File: src/core/fault_prot_pkg.sv
// Shared types, constants and decoders for the motor fault protection block
package fault_prot_pkg;
    localparam int unsigned CLK_HZ = 40_000_000;

    // Comparator deglitch times in microseconds, by select code
    localparam int unsigned DEGL_US_0 = 1;
    localparam int unsigned DEGL_US_1 = 2;
    localparam int unsigned DEGL_US_2 = 5;
    localparam int unsigned DEGL_US_3 = 10;
    localparam logic [8:0] DEGL_CYC_0 = 9'(DEGL_US_0 * CLK_HZ / 1_000_000);
    localparam logic [8:0] DEGL_CYC_1 = 9'(DEGL_US_1 * CLK_HZ / 1_000_000);
    localparam logic [8:0] DEGL_CYC_2 = 9'(DEGL_US_2 * CLK_HZ / 1_000_000);
    localparam logic [8:0] DEGL_CYC_3 = 9'(DEGL_US_3 * CLK_HZ / 1_000_000);

    // Lock retry times in milliseconds, by select code
    localparam int unsigned RETRY_MS_0 = 100;
    localparam int unsigned RETRY_MS_1 = 500;
    localparam int unsigned RETRY_MS_2 = 1000;
    localparam int unsigned RETRY_MS_3 = 5000;

    localparam int unsigned SPEED_W = 16;

    // Action field layout and fixed codes
    localparam logic [3:0] ACT_REPORT_CODE = 4'h8;
    localparam int unsigned ACT_MSB = 3;

    typedef enum logic [1:0] {
        ACT_LATCH, ACT_RETRY, ACT_REPORT, ACT_OFF
    } action_e;

    typedef enum logic [2:0] {
        SW_NORMAL, SW_ALL_OFF, SW_RECIRC_OFF, SW_HIGH_ON, SW_LOW_ON, SW_HIZ
    } sw_state_e;

    typedef struct packed {
        logic controller_fault;
        logic driver_fault;
        logic current_limit_lock;
        logic motor_lock;
        logic abnormal_speed_lock;
        logic bemf_lock;
        logic no_motor_lock;
        logic over_temp_flag;
        logic temp_warning;
        logic temp_shutdown_flag;
    } status_s;

    // Unlisted 1xxx codes are treated as disabled
    function automatic action_e decode_action(input logic [3:0] code);
        if (!code[ACT_MSB])
            return code[2] ? ACT_RETRY : ACT_LATCH;
        else if (code == ACT_REPORT_CODE)
            return ACT_REPORT;
        else
            return ACT_OFF;
    endfunction : decode_action

    function automatic sw_state_e decode_switch(input logic [3:0] code);
        case (code[1:0])
            2'h0:    return SW_ALL_OFF;
            2'h1:    return SW_RECIRC_OFF;
            2'h2:    return SW_HIGH_ON;
            default: return SW_LOW_ON;
        endcase
    endfunction : decode_switch
endpackage : fault_prot_pkg

File: src/core/fault_responder.sv
// Per-source fault response: latched, auto-retry, report-only or disabled
`timescale 1ns/1ps
module fault_responder (
    input  wire logic                  clk_in,
    input  wire logic                  resetn_in,
    input  wire logic                  cond_in,
    input  wire logic [3:0]            action_in,
    input  wire logic                  clear_in,
    input  wire logic [31:0]           retry_cyc_in,
    output logic                       enter_out,
    output logic                       flag_out,
    output logic                       pin_low_out,
    output logic                       protect_out,
    output fault_prot_pkg::sw_state_e  switch_out
);
    typedef enum logic [1:0] {ST_IDLE, ST_LATCH, ST_RETRY, ST_REPORT} resp_state_e;

    resp_state_e               state_r;
    resp_state_e               state_nxt;
    fault_prot_pkg::sw_state_e sw_r;
    logic [31:0]               cnt_r;
    fault_prot_pkg::action_e   act;
    logic                      retry_done;
    logic                      clr_ok;

    assign act        = fault_prot_pkg::decode_action(action_in);
    // Disabled mode never leaves idle
    assign enter_out  = (state_r == ST_IDLE) && cond_in
                        && (act != fault_prot_pkg::ACT_OFF);
    assign retry_done = (cnt_r >= retry_cyc_in - 32'h1);
    // Clear only acts once the condition is gone
    assign clr_ok     = clear_in && !cond_in;

    always_comb begin
        state_nxt = state_r;
        case (state_r)
            ST_IDLE: begin
                if (enter_out) begin
                    case (act)
                        fault_prot_pkg::ACT_LATCH: state_nxt = ST_LATCH;
                        fault_prot_pkg::ACT_RETRY: state_nxt = ST_RETRY;
                        default:                   state_nxt = ST_REPORT;
                    endcase
                end
            end
            ST_LATCH:  if (clr_ok) state_nxt = ST_IDLE;
            ST_RETRY:  if (retry_done) state_nxt = ST_IDLE;
            ST_REPORT: if (clr_ok) state_nxt = ST_IDLE;
            default:   state_nxt = ST_IDLE;
        endcase
    end

    always_ff @(posedge clk_in) begin
        if (!resetn_in) begin
            state_r <= ST_IDLE;
            sw_r    <= fault_prot_pkg::SW_ALL_OFF;
            cnt_r   <= 32'h0;
        end else begin
            state_r <= state_nxt;
            cnt_r   <= (state_r == ST_RETRY) ? cnt_r + 32'h1 : 32'h0;
            if (enter_out)
                sw_r <= fault_prot_pkg::decode_switch(action_in);
        end
    end

    // Status stays up in every active mode
    assign flag_out    = (state_r != ST_IDLE);
    assign protect_out = (state_r == ST_LATCH) || (state_r == ST_RETRY);
    assign pin_low_out = protect_out;
    assign switch_out  = sw_r;
endmodule : fault_responder

File: src/core/motor_fault_protection.sv
// Fault response controller for current-limit lock, thermal and motor lock
`timescale 1ns/1ps
// Behaviour
// - Comparator must stay high beyond deglitch time
// - Current-limit action: latch, retry, report, disabled
// - Motor-lock action uses the same encoding
// - Low two bits choose switch state
// - Latch/retry: pin low, summary and source bits
// - Latched clears on clear command, condition gone
// - Auto-retry resumes after lock retry time
// - Retry expiry zeroes controller and source bits
// - Report-only sets bits, drivers keep running
// - Report-only clears on clear, condition gone
// - Disabled mode does nothing at all
// - Enabled warning: pin low, bits set, running
// - Pin follows warning; bit needs clear
// - Shutdown: switches off, pump off, pin, bits
// - Auto resume; shutdown bit latched until clear
// - Thermal shutdown can never be disabled
// - Any enabled lock condition raises motor lock
// - Lock sets controller, lock and cause bits
// - Separate lock enables, one shared retry time
// - Speed above threshold raises speed lock
module motor_fault_protection #(
    parameter int unsigned RETRY_CYC_0 = fault_prot_pkg::RETRY_MS_0
                                         * (fault_prot_pkg::CLK_HZ / 1000),
    parameter int unsigned RETRY_CYC_1 = fault_prot_pkg::RETRY_MS_1
                                         * (fault_prot_pkg::CLK_HZ / 1000),
    parameter int unsigned RETRY_CYC_2 = fault_prot_pkg::RETRY_MS_2
                                         * (fault_prot_pkg::CLK_HZ / 1000),
    parameter int unsigned RETRY_CYC_3 = fault_prot_pkg::RETRY_MS_3
                                         * (fault_prot_pkg::CLK_HZ / 1000)
) (
    input  wire logic                       clk_in,
    input  wire logic                       resetn_in,
    input  wire logic                       current_sense_amp_cmp_in,
    input  wire logic [1:0]                 current_limit_deglitch_in,
    input  wire logic [3:0]                 current_limit_lock_action_in,
    input  wire logic [3:0]                 motor_lock_action_in,
    input  wire logic [1:0]                 lock_retry_time_in,
    input  wire logic                       temp_warning_in,
    input  wire logic                       temp_warning_report_en_in,
    input  wire logic                       thermal_shutdown_in,
    input  wire logic [15:0]                speed_estimate_in,
    input  wire logic [15:0]                abnormal_speed_threshold_in,
    input  wire logic                       speed_lock_en_in,
    input  wire logic                       bemf_lock_en_in,
    input  wire logic                       no_motor_lock_en_in,
    input  wire logic                       bemf_lock_cond_in,
    input  wire logic                       no_motor_cond_in,
    input  wire logic                       clear_fault_cmd_in,
    output logic                            fault_pin_n_out,
    output logic                            fault_pin_n_oe_out,
    output logic                            charge_pump_en_out,
    output fault_prot_pkg::sw_state_e       switch_state_out,
    output fault_prot_pkg::status_s         status_out
);
    // Deglitch and speed detection
    logic [8:0]  degl_cnt_r;
    logic [8:0]  degl_lim;
    logic        cl_cond;
    logic        speed_cond_r;
    logic        ml_cond;
    logic [2:0]  lock_conds;
    logic [31:0] retry_cyc;

    // Responder outputs
    logic                      cl_enter;
    logic                      cl_flag;
    logic                      cl_pin;
    logic                      cl_protect;
    fault_prot_pkg::sw_state_e cl_sw;
    logic                      ml_enter;
    logic                      ml_flag;
    logic                      ml_pin;
    logic                      ml_protect;
    fault_prot_pkg::sw_state_e ml_sw;

    // Sticky and output state
    logic [2:0]                lock_bits_r;
    logic [2:0]                lock_bits_nxt;
    logic                      warn_r;
    logic                      ots_r;
    logic                      ot_r;
    logic                      drv_fault_r;
    logic                      pin_low_r;
    logic                      pin_low_nxt;
    logic                      cp_en_r;
    fault_prot_pkg::sw_state_e sw_r;
    fault_prot_pkg::sw_state_e sw_nxt;
    logic                      warn_evt;

    assign degl_lim = (current_limit_deglitch_in == 2'h0) ? fault_prot_pkg::DEGL_CYC_0 :
                      (current_limit_deglitch_in == 2'h1) ? fault_prot_pkg::DEGL_CYC_1 :
                      (current_limit_deglitch_in == 2'h2) ? fault_prot_pkg::DEGL_CYC_2 :
                                                            fault_prot_pkg::DEGL_CYC_3;

    // One retry time shared by both lock sources
    assign retry_cyc = (lock_retry_time_in == 2'h0) ? 32'(RETRY_CYC_0) :
                       (lock_retry_time_in == 2'h1) ? 32'(RETRY_CYC_1) :
                       (lock_retry_time_in == 2'h2) ? 32'(RETRY_CYC_2) :
                                                      32'(RETRY_CYC_3);

    // Event only once high for longer than the deglitch time
    assign cl_cond = (degl_cnt_r > degl_lim);

    always_ff @(posedge clk_in) begin
        if (!resetn_in)
            degl_cnt_r <= 9'h0;
        else if (!current_sense_amp_cmp_in)
            degl_cnt_r <= 9'h0;
        else if (degl_cnt_r <= degl_lim)
            degl_cnt_r <= degl_cnt_r + 9'h1;
    end

    // Speed compare runs continuously while enabled
    always_ff @(posedge clk_in) begin
        if (!resetn_in)
            speed_cond_r <= 1'b0;
        else
            speed_cond_r <= speed_lock_en_in
                            && (speed_estimate_in > abnormal_speed_threshold_in);
    end

    // Each detector has its own enable
    assign lock_conds = {speed_cond_r,
                         bemf_lock_en_in && bemf_lock_cond_in,
                         no_motor_lock_en_in && no_motor_cond_in};
    assign ml_cond    = |lock_conds;

    // Current-limit lock response
    fault_responder u_cl_resp (
        .clk_in       (clk_in),
        .resetn_in    (resetn_in),
        .cond_in      (cl_cond),
        .action_in    (current_limit_lock_action_in),
        .clear_in     (clear_fault_cmd_in),
        .retry_cyc_in (retry_cyc),
        .enter_out    (cl_enter),
        .flag_out     (cl_flag),
        .pin_low_out  (cl_pin),
        .protect_out  (cl_protect),
        .switch_out   (cl_sw)
    );

    // Motor lock response, same encoding
    fault_responder u_ml_resp (
        .clk_in       (clk_in),
        .resetn_in    (resetn_in),
        .cond_in      (ml_cond),
        .action_in    (motor_lock_action_in),
        .clear_in     (clear_fault_cmd_in),
        .retry_cyc_in (retry_cyc),
        .enter_out    (ml_enter),
        .flag_out     (ml_flag),
        .pin_low_out  (ml_pin),
        .protect_out  (ml_protect),
        .switch_out   (ml_sw)
    );

    // Cause bits caught at entry, kept while the lock fault stands
    assign lock_bits_nxt = ml_enter ? lock_conds :
                           ml_flag  ? (lock_bits_r | lock_conds) : 3'h0;

    assign warn_evt = temp_warning_in && temp_warning_report_en_in;

    // Shutdown is unconditional; no enable exists for it
    assign pin_low_nxt = cl_pin || ml_pin || warn_evt
                         || thermal_shutdown_in;

    // Shutdown outranks the lock switch patterns
    assign sw_nxt = thermal_shutdown_in ? fault_prot_pkg::SW_HIZ :
                    cl_protect          ? cl_sw :
                    ml_protect          ? ml_sw :
                                          fault_prot_pkg::SW_NORMAL;

    always_ff @(posedge clk_in) begin
        if (!resetn_in) begin
            lock_bits_r <= 3'h0;
            pin_low_r   <= 1'b0;
            sw_r        <= fault_prot_pkg::SW_NORMAL;
            cp_en_r     <= 1'b1;
            drv_fault_r <= 1'b0;
        end else begin
            lock_bits_r <= lock_bits_nxt;
            pin_low_r   <= pin_low_nxt;
            sw_r        <= sw_nxt;
            cp_en_r     <= !thermal_shutdown_in;
            drv_fault_r <= thermal_shutdown_in;
        end
    end

    // Sticky thermal bits: a new event outranks a clear in the same cycle
    always_ff @(posedge clk_in) begin
        if (!resetn_in) begin
            warn_r <= 1'b0;
            ots_r  <= 1'b0;
            ot_r   <= 1'b0;
        end else begin
            if (warn_evt)
                warn_r <= 1'b1;
            else if (clear_fault_cmd_in && !temp_warning_in)
                warn_r <= 1'b0;
            if (thermal_shutdown_in)
                ots_r <= 1'b1;
            else if (clear_fault_cmd_in)
                ots_r <= 1'b0;
            if (warn_evt || thermal_shutdown_in)
                ot_r <= 1'b1;
            else if (clear_fault_cmd_in && !temp_warning_in)
                ot_r <= 1'b0;
        end
    end

    // Open-drain pin: only ever pulled low
    assign fault_pin_n_out    = 1'b0;
    assign fault_pin_n_oe_out = pin_low_r;
    assign charge_pump_en_out = cp_en_r;
    assign switch_state_out   = sw_r;

    always_comb begin
        status_out                     = '0;
        status_out.controller_fault    = cl_flag || ml_flag;
        status_out.driver_fault        = drv_fault_r;
        status_out.current_limit_lock  = cl_flag;
        status_out.motor_lock          = ml_flag;
        status_out.abnormal_speed_lock = lock_bits_r[2];
        status_out.bemf_lock           = lock_bits_r[1];
        status_out.no_motor_lock       = lock_bits_r[0];
        status_out.over_temp_flag      = ot_r;
        status_out.temp_warning        = warn_r;
        status_out.temp_shutdown_flag  = ots_r;
    end

    logic cl_act_off;
    logic ml_act_off;
    logic cl_act_latch;
    logic cl_act_retry;
    logic cl_act_report;
    assign cl_act_off    = fault_prot_pkg::decode_action(current_limit_lock_action_in)
                           == fault_prot_pkg::ACT_OFF;
    assign ml_act_off    = fault_prot_pkg::decode_action(motor_lock_action_in)
                           == fault_prot_pkg::ACT_OFF;
    assign cl_act_latch  = fault_prot_pkg::decode_action(current_limit_lock_action_in)
                           == fault_prot_pkg::ACT_LATCH;
    assign cl_act_retry  = fault_prot_pkg::decode_action(current_limit_lock_action_in)
                           == fault_prot_pkg::ACT_RETRY;
    assign cl_act_report = fault_prot_pkg::decode_action(current_limit_lock_action_in)
                           == fault_prot_pkg::ACT_REPORT;

    // Latched entry remembered, so a later field change cannot mask a release
    logic cl_latched_r;
    always_ff @(posedge clk_in) begin
        if (!resetn_in)
            cl_latched_r <= 1'b0;
        else if (cl_enter)
            cl_latched_r <= cl_act_latch;
        else if (!cl_flag)
            cl_latched_r <= 1'b0;
    end
endmodule : motor_fault_protection

File: config.mk
export PLATFORM = sky130hd
export DESIGN_NAME = motor_fault_protection
export DESIGN_NICKNAME = d
export VERILOG_FILES = /design/src/core/fault_prot_pkg.sv /design/src/core/fault_responder.sv /design/src/core/motor_fault_protection.sv
export SDC_FILE = /design/constraint.sdc
export NUM_CORES = 1
export LEC_CHECK = 0
export BUFFER_PORTS_ARGS = -buffer_cell sky130_fd_sc_hd__clkbuf_2
export CAP_MARGIN = 40
export CORE_MARGIN = 3
export CORE_UTILIZATION = 53
export CTS_CLUSTER_SIZE = 30
export DETAILED_ROUTE_END_ITERATION = 12
export PLACE_DENSITY = 0.77
export SETUP_SLACK_MARGIN = 0.4
export SLEW_MARGIN = 10
export SYNTH_ARGS = -nofsm -noshare
export SYNTH_HDL_FRONTEND = slang
export SYNTH_SLANG_ARGS = --single-unit
File: constraint.sdc
create_clock -name clk_in -period 2.37 [get_ports clk_in]
set_input_delay 0.1185 -clock clk_in [delete_from_list [all_inputs] [get_ports clk_in]]
set_output_delay 0.1185 -clock clk_in [all_outputs]
set_load 0.02 [all_outputs]
* Word-level counts from Yosys, hierarchy flattened *
Index checks and enable logic that the tools add are counted.
W data, S select, Z words.

word-level totals
  output and inout bits = 16
  register bits after elaboration = 96

cells by class
  mux-type cells = 34
  eq/ne operators = 26
  reductions and logical operators = 44
  order comparisons = 5
  bitwise logic cells = 2
  $add $sub $neg = 4

operators by type and width
  cell                     number
  $mux W28                 3
  $add A32 B1 Y32 const B  2
  $ge A32 B32 Y1           2
  $sub A28 B1 Y29 const B  1
  $mux W9                  3
  $pmux W3 S3              2
  $eq A2 B1 Y1 const B     8
  $eq A2 B2 Y1 const B     8
  $gt A16 B16 Y1           1
  $logic_not A2 Y1         8
  $mux W2                  8
  $mux W3                  5
  $pmux W2 S3              2
  $logic_and A1 B1 Y1      11
  $reduce_bool A2 Y1       5
  $add A9 B1 Y9 const B    1
  $gt A9 B9 Y1             1
  $le A9 B9 Y1             1
  $mux W1                  9
  $eq A4 B4 Y1 const B     2
  $ne A2 B1 Y1 const B     4
  $ne A2 B2 Y1 const B     4
  $pmux W2 S2              2
  $logic_or A1 B1 Y1       7
  7 further kinds          15

* Depth between registers and ports, before layout *
  depth after elaboration = 9
  gate-level depth with buffers = 11
  mapped depth without buffers = 11

* By module *
Synthesis repeated with hierarchy kept, for this count alone.

second synthesis, totals
  cell total of the unflattened synthesis = 908
  area total of the unflattened synthesis = 7539.7 sq um

modules (own cells, without submodules)
  module                        cells an instance  area each (sq um)  times used
  fault_responder at u_cl_resp  347                2950.3             1
  fault_responder at u_ml_resp  349                2874.0             1
  motor_fault_protection        212                1715.4             1

* Worst setup path after synthesis *
No wires, ideal clock.

  path type = input to register
  start = in current_limit_deglitch_in[0]
  end = reg u_cl_resp.state_r[0]
  arrival = 2.345 ns
  stages on the path = 11
  path buffers = 1
  data required time = 2.298 ns
  slack = -0.046 ns
  library setup time = 0.072 ns
  path through = inv_1 > ha_1 > or2_2 > ha_1 > nand4_1 > or4_4 > o31ai_2 > buf_6 > nor4b_2 > o311ai_2 > mux2i_1

on the way
  cells in the longest elaborated chain, start to end = 9

RTL lines
  element                                                         RTL line                                      source
  from (decl)                                                     motor_fault_protection.sv:37                  input wire logic [1:0] current_limit_deglitch_in,
  $eq A2 B2 Y1                                                    motor_fault_protection.sv:95                  (current_limit_deglitch_in == 2'h2) ? fault_prot_pkg::DEGL_CYC_2 :
  $mux W9                                                         motor_fault_protection.sv:95
  $mux W9                                                         motor_fault_protection.sv:94                  (current_limit_deglitch_in == 2'h1) ? fault_prot_pkg::DEGL_CYC_1 :
  $mux W9 (*)                                                     motor_fault_protection.sv:93                  assign degl_lim = (current_limit_deglitch_in == 2'h0) ? fault_prot_pkg::DEGL_CYC_0 :
  $gt A9 B9 Y1 (*)                                                motor_fault_protection.sv:105                 assign cl_cond = (degl_cnt_r > degl_lim);
  $logic_and A1 B1 Y1 / $logic_not A1 Y1 (equally long branches)  fault_responder.sv:28, fault_responder.sv:32
  $logic_and A1 B1 Y1, on equally long branches                   fault_responder.sv:29, fault_responder.sv:32
  $ne A2 B2 Y1 (no line) / $ne A2 B1 Y1 (equally long branches)   -
  $reduce_and A3 Y1 (no line) (*)                                 -
  to (signal assigned)                                            fault_responder.sv:59                         state_r <= state_nxt;
  to (decl)                                                       fault_responder.sv:18                         resp_state_e state_r;

Mark *: on every way between the ends. The rest lies on a longest branch, timed or not.
A chain may end at the register's enable or synchronous reset.

* Final worst setup path *
  start = reg degl_cnt_r[6]
  end = reg u_cl_resp.state_r[0]

on the way
  cells in the longest elaborated chain, start to end = 5

RTL lines
  element                                                         RTL line                                      source
  from (decl)                                                     motor_fault_protection.sv:59                  logic [8:0] degl_cnt_r;
  from (signal assigned)                                          motor_fault_protection.sv:113                 degl_cnt_r <= degl_cnt_r + 9'h1;
  $gt A9 B9 Y1 (*)                                                motor_fault_protection.sv:105
  $logic_and A1 B1 Y1 / $logic_not A1 Y1 (equally long branches)  fault_responder.sv:28, fault_responder.sv:32
  $logic_and A1 B1 Y1, on equally long branches                   fault_responder.sv:29, fault_responder.sv:32
  $ne A2 B2 Y1 (no line) / $ne A2 B1 Y1 (equally long branches)   -
  $reduce_and A3 Y1 (no line) (*)                                 -

Marks and branches as above.

==> impl_metrics.csv <==
group,metric,value,unit
yosys,library_cell_occupying_the_most_area_in_the_post_synthesis_netlist,"sky130_fd_sc_hd__dfxtp_1",
route,route.vias.total,5005,
placed_design,port_buffers,70,
placed_design,post-place-ws,-0.0845,ns
yosys,number_of_synthesized_flops_with_an_enable_pin,0,
worst_setup_path,kind_of_critical_path,"register to register",
finish,layout.core_utilization,65.3,%
floorplan,placement_rows,37,
cts,tritoncts,"done",
timing,hold_ws,0.0153,ns
global_route,met1_usage_grt,26.2,%
placed_design,detailed_place_hpwl,9.99,mm
yosys,ys.warnings.count,0,
finish,share_of_post_route_cells_with_drive_strength_above_1,20.1,%
global_route,grtUsageMet3,5.13,%
cts,clkTransAtPathRegs,0.10,ns
route,routedWlPerCell,14.4,µm
route,detail_route.first_pass.iterations,7,
cts,root_buffer,"sky130_fd_sc_hd__clkbuf_8",
floorplan,fp.dieArea,12400,µm²
floorplan,floorplan.initialDensity,55.5,%
yosys,synthesis.area,5860,µm²
worst_setup_path,timing.critical_path.arrival,2.35,ns
finish,flow.area_growth_from_synthesis,17.6,%
yosys,synth_top_cells_by_count,"sky130_fd_sc_hd__dfxtp_1, sky130_fd_sc_hd__nor2_1, sky130_fd_sc_hd__ha_1",
timing,fmaxAchievable,490,MHz
yosys,synth.lib_cells_used.distinct,52,
timing,report.final.hold_viol_count,0,
floorplan,die_width,111,µm
outcome,run_status,"complete, no violations",
placed_design,place_congestion,0.813,
timing,clock_skew,0.0139,ns
global_route,gr-usage-all-layers,21.8,%
global_route,gr-max-usage-layer,"met2",
cts,cts-root-to-sink-buffers,2,
route,route.detailed.vias_per_inst,5.52,
min_path,holdCritPathClass,"primary input to register",
yosys,postSynthRegisterBits,96,
yosys,synth.yosys.seq_area_share,32.8,%
global_route,global_route.overflow_total,0,
route,drt_wl_total,13.1,mm
worst_setup_path,worst_setup_path_end_kind,"register",
route,drt_first_iter_violations,230,
timing,setup_viol,0,
route,final_antenna_net_count,0,
timing,post-route-period-util,86.0,%
yosys,yosys.area.top_type_share,32.8,%
timing,setup_slack,0.331,ns
global_route,number_of_global_route_vias_before_repair,5166,
timing,slew_violations,0,
yosys,postSynth.topFlopCell,"sky130_fd_sc_hd__dfxtp_1",
power_and_ir_drop,p_per_area,559,nW/µm²
finish,diodes_inserted,0,
worst_setup_path,required,2.68,ns
floorplan,top_level_ports,72,
yosys,synthMostInstantiatedCell,"sky130_fd_sc_hd__dfxtp_1",
global_route,antenna_violations_before_repair,0,
route,drt_drc_violations_left,0,
timing,rsz0062_at_grt,"yes",
finish,nets,909,
yosys,syn_inst,686,
cts,clock_tree_sinks,96,
job,max_cap_violations,0,
global_route,groute.layer.met2.usage,37.0,%
worst_setup_path,largest_fanout_on_the_critical_path,4,
global_route,grt_start_max_net_pins,32,
floorplan,chipHeight,111,µm
timing,period_minus_slack,2.04,ns
floorplan,coreArea,10600,µm²
worst_setup_path,worst_setup_path_start_kind,"register",
finish,final-instance-count-excl-fill,907,
cts,htree_num_levels,3,
yosys,synth.top_cells.by_area,"sky130_fd_sc_hd__dfxtp_1, sky130_fd_sc_hd__ha_1, sky130_fd_sc_hd__nor2_1",
cts,numCtsBuffers,9,
power_and_ir_drop,vdd.ir_drop.worst,355,µV
yosys,async_reset_ff_share,0,%
yosys,synth.avg_cell_area,8.54,µm²
power_and_ir_drop,leakage,2.95,nW
placed_design,placed_cells,883,
global_route,grt_first_pass_wirelength,22.9,mm
power_and_ir_drop,report.power.total,0.00385,W
cts,clock_insertion_delay_worst_skew,0.38,ns
## sequential cells by signal, indices dropped and copies added, names as in the netlist
register	count
fault_pin_n_oe_out	1
charge_pump_en_out	1
warn_r	1
u_cl_resp.state_r	2
speed_cond_r	1
drv_fault_r	1
u_cl_resp.cnt_r	32
degl_cnt_r	9
u_cl_resp.switch_out	3
switch_state_out	3
u_ml_resp.cnt_r	32
lock_bits_r	3
ot_r	1
u_ml_resp.switch_out	3
ots_r	1
u_ml_resp.state_r	2
## power breakdown
part	total, W	internal (W)	switching, W
registers	0.00171	0.00167	0.0000446
logic	0.000859	0.000338	0.000521
clock network	0.00128	0.000725	0.000557
total	0.00385	0.00273	0.00112
## metal layers
layer | share of wire, % | vias up
met1 | 43 | 2297
met3 | 5.6 | 42
li1 | - | 2526
met5 | 0 | -
met4 | 3.7 | 0
met2 | 47 | 140
## metrics by stage
stage	area [µm²]	setup TNS [ns]
after global routing	6890	0
after global placement	6410	0
after floorplan	5950	0
after CTS	6750	0
final	6890	0
after detailed placement	6410	-0.160
## final timing paths
kind	from	to	slack (ns)	cells after the start
worst max-delay path	degl_cnt_r[6]	u_cl_resp.state_r[0]	0.33	7
worst min-delay path	bemf_lock_cond_in	lock_bits_r[1]	0.02	3
worst max register to register	degl_cnt_r[6]	u_cl_resp.state_r[0]	0.33	7
worst min register to register	u_ml_resp.cnt_r[0]	u_ml_resp.cnt_r[0]	0.48	1
## worst max-delay path, cell delays in order, from the launching register on
cell and delay [ns]:
sky130_fd_sc_hd__dfxtp_2 0.36, sky130_fd_sc_hd__ha_4 0.28, sky130_fd_sc_hd__nand4_1 0.13, sky130_fd_sc_hd__or4_4 0.46, sky130_fd_sc_hd__o31ai_4 0.12, sky130_fd_sc_hd__nor4b_4 0.08, sky130_fd_sc_hd__o311ai_2 0.31, sky130_fd_sc_hd__mux2i_1 0.24
## layout make-up
cell class                 count  area [µm²]
multi-input combinational    518        3850
fill                         852        3660
sequential                    96        1940
timing repair buffer          86         473
inverter                      56         228
tap                          136         170
clock buffer                  12         145
clock inverter                 3        90.1
## logic make-up (layout without fill, tap and decap cells)
family | count (synthesis) | count (layout) | synth area share [%]
adder cells (fa/ha/maj) | 86 | 86 | 18.4
other | 1 | 3 | 0.0640
multiplexers | 9 | 9 | 1.54
buffers and inverters | 74 | 157 | 5.44
flip-flops | 96 | 96 | 32.8
XOR/XNOR | 61 | 61 | 9.12
AND/OR/NAND/NOR | 270 | 270 | 23.1
AO/OA/AOI/OAI | 89 | 89 | 9.56
## placed cells by master (no fill, tap or decap), types with 3 or more instances in the layout
cell type                   instances
sky130_fd_sc_hd__o21a_1             6
sky130_fd_sc_hd__nor4_2             3
sky130_fd_sc_hd__clkbuf_8          10
sky130_fd_sc_hd__o21ai_0           23
sky130_fd_sc_hd__ha_4               7
sky130_fd_sc_hd__bufinv_16          3
sky130_fd_sc_hd__mux2i_1            7
sky130_fd_sc_hd__and4_1             9
sky130_fd_sc_hd__xnor2_1           26
sky130_fd_sc_hd__nand2_1           56
sky130_fd_sc_hd__nor2b_1           10
sky130_fd_sc_hd__nor3_1             9
sky130_fd_sc_hd__o211ai_1           5
sky130_fd_sc_hd__ha_1              77
sky130_fd_sc_hd__nand4b_1           4
sky130_fd_sc_hd__conb_1             3
sky130_fd_sc_hd__nor2_1            85
sky130_fd_sc_hd__dfxtp_1           82
sky130_fd_sc_hd__inv_1             50
sky130_fd_sc_hd__nand4_1           25
sky130_fd_sc_hd__or3_1              6
sky130_fd_sc_hd__clkbuf_2          70
sky130_fd_sc_hd__nor4_1             3
sky130_fd_sc_hd__a21o_1             4
sky130_fd_sc_hd__buf_4             15
sky130_fd_sc_hd__inv_2              3
sky130_fd_sc_hd__a21oi_1           29
sky130_fd_sc_hd__dfxtp_2           14
sky130_fd_sc_hd__and3_1            14
sky130_fd_sc_hd__and2_1             6
sky130_fd_sc_hd__nand3_1           21
sky130_fd_sc_hd__xor2_1            35
## timing repair
item                       CTS  global route
resized for setup           18            30
buffers inserted             3             5
hold endpoints to repair     1             0
hold buffers                 1             0
setup endpoints to repair   14            27
pin swaps                    9            13
cloned                       0             0
(Power assumes the default switching activity.)
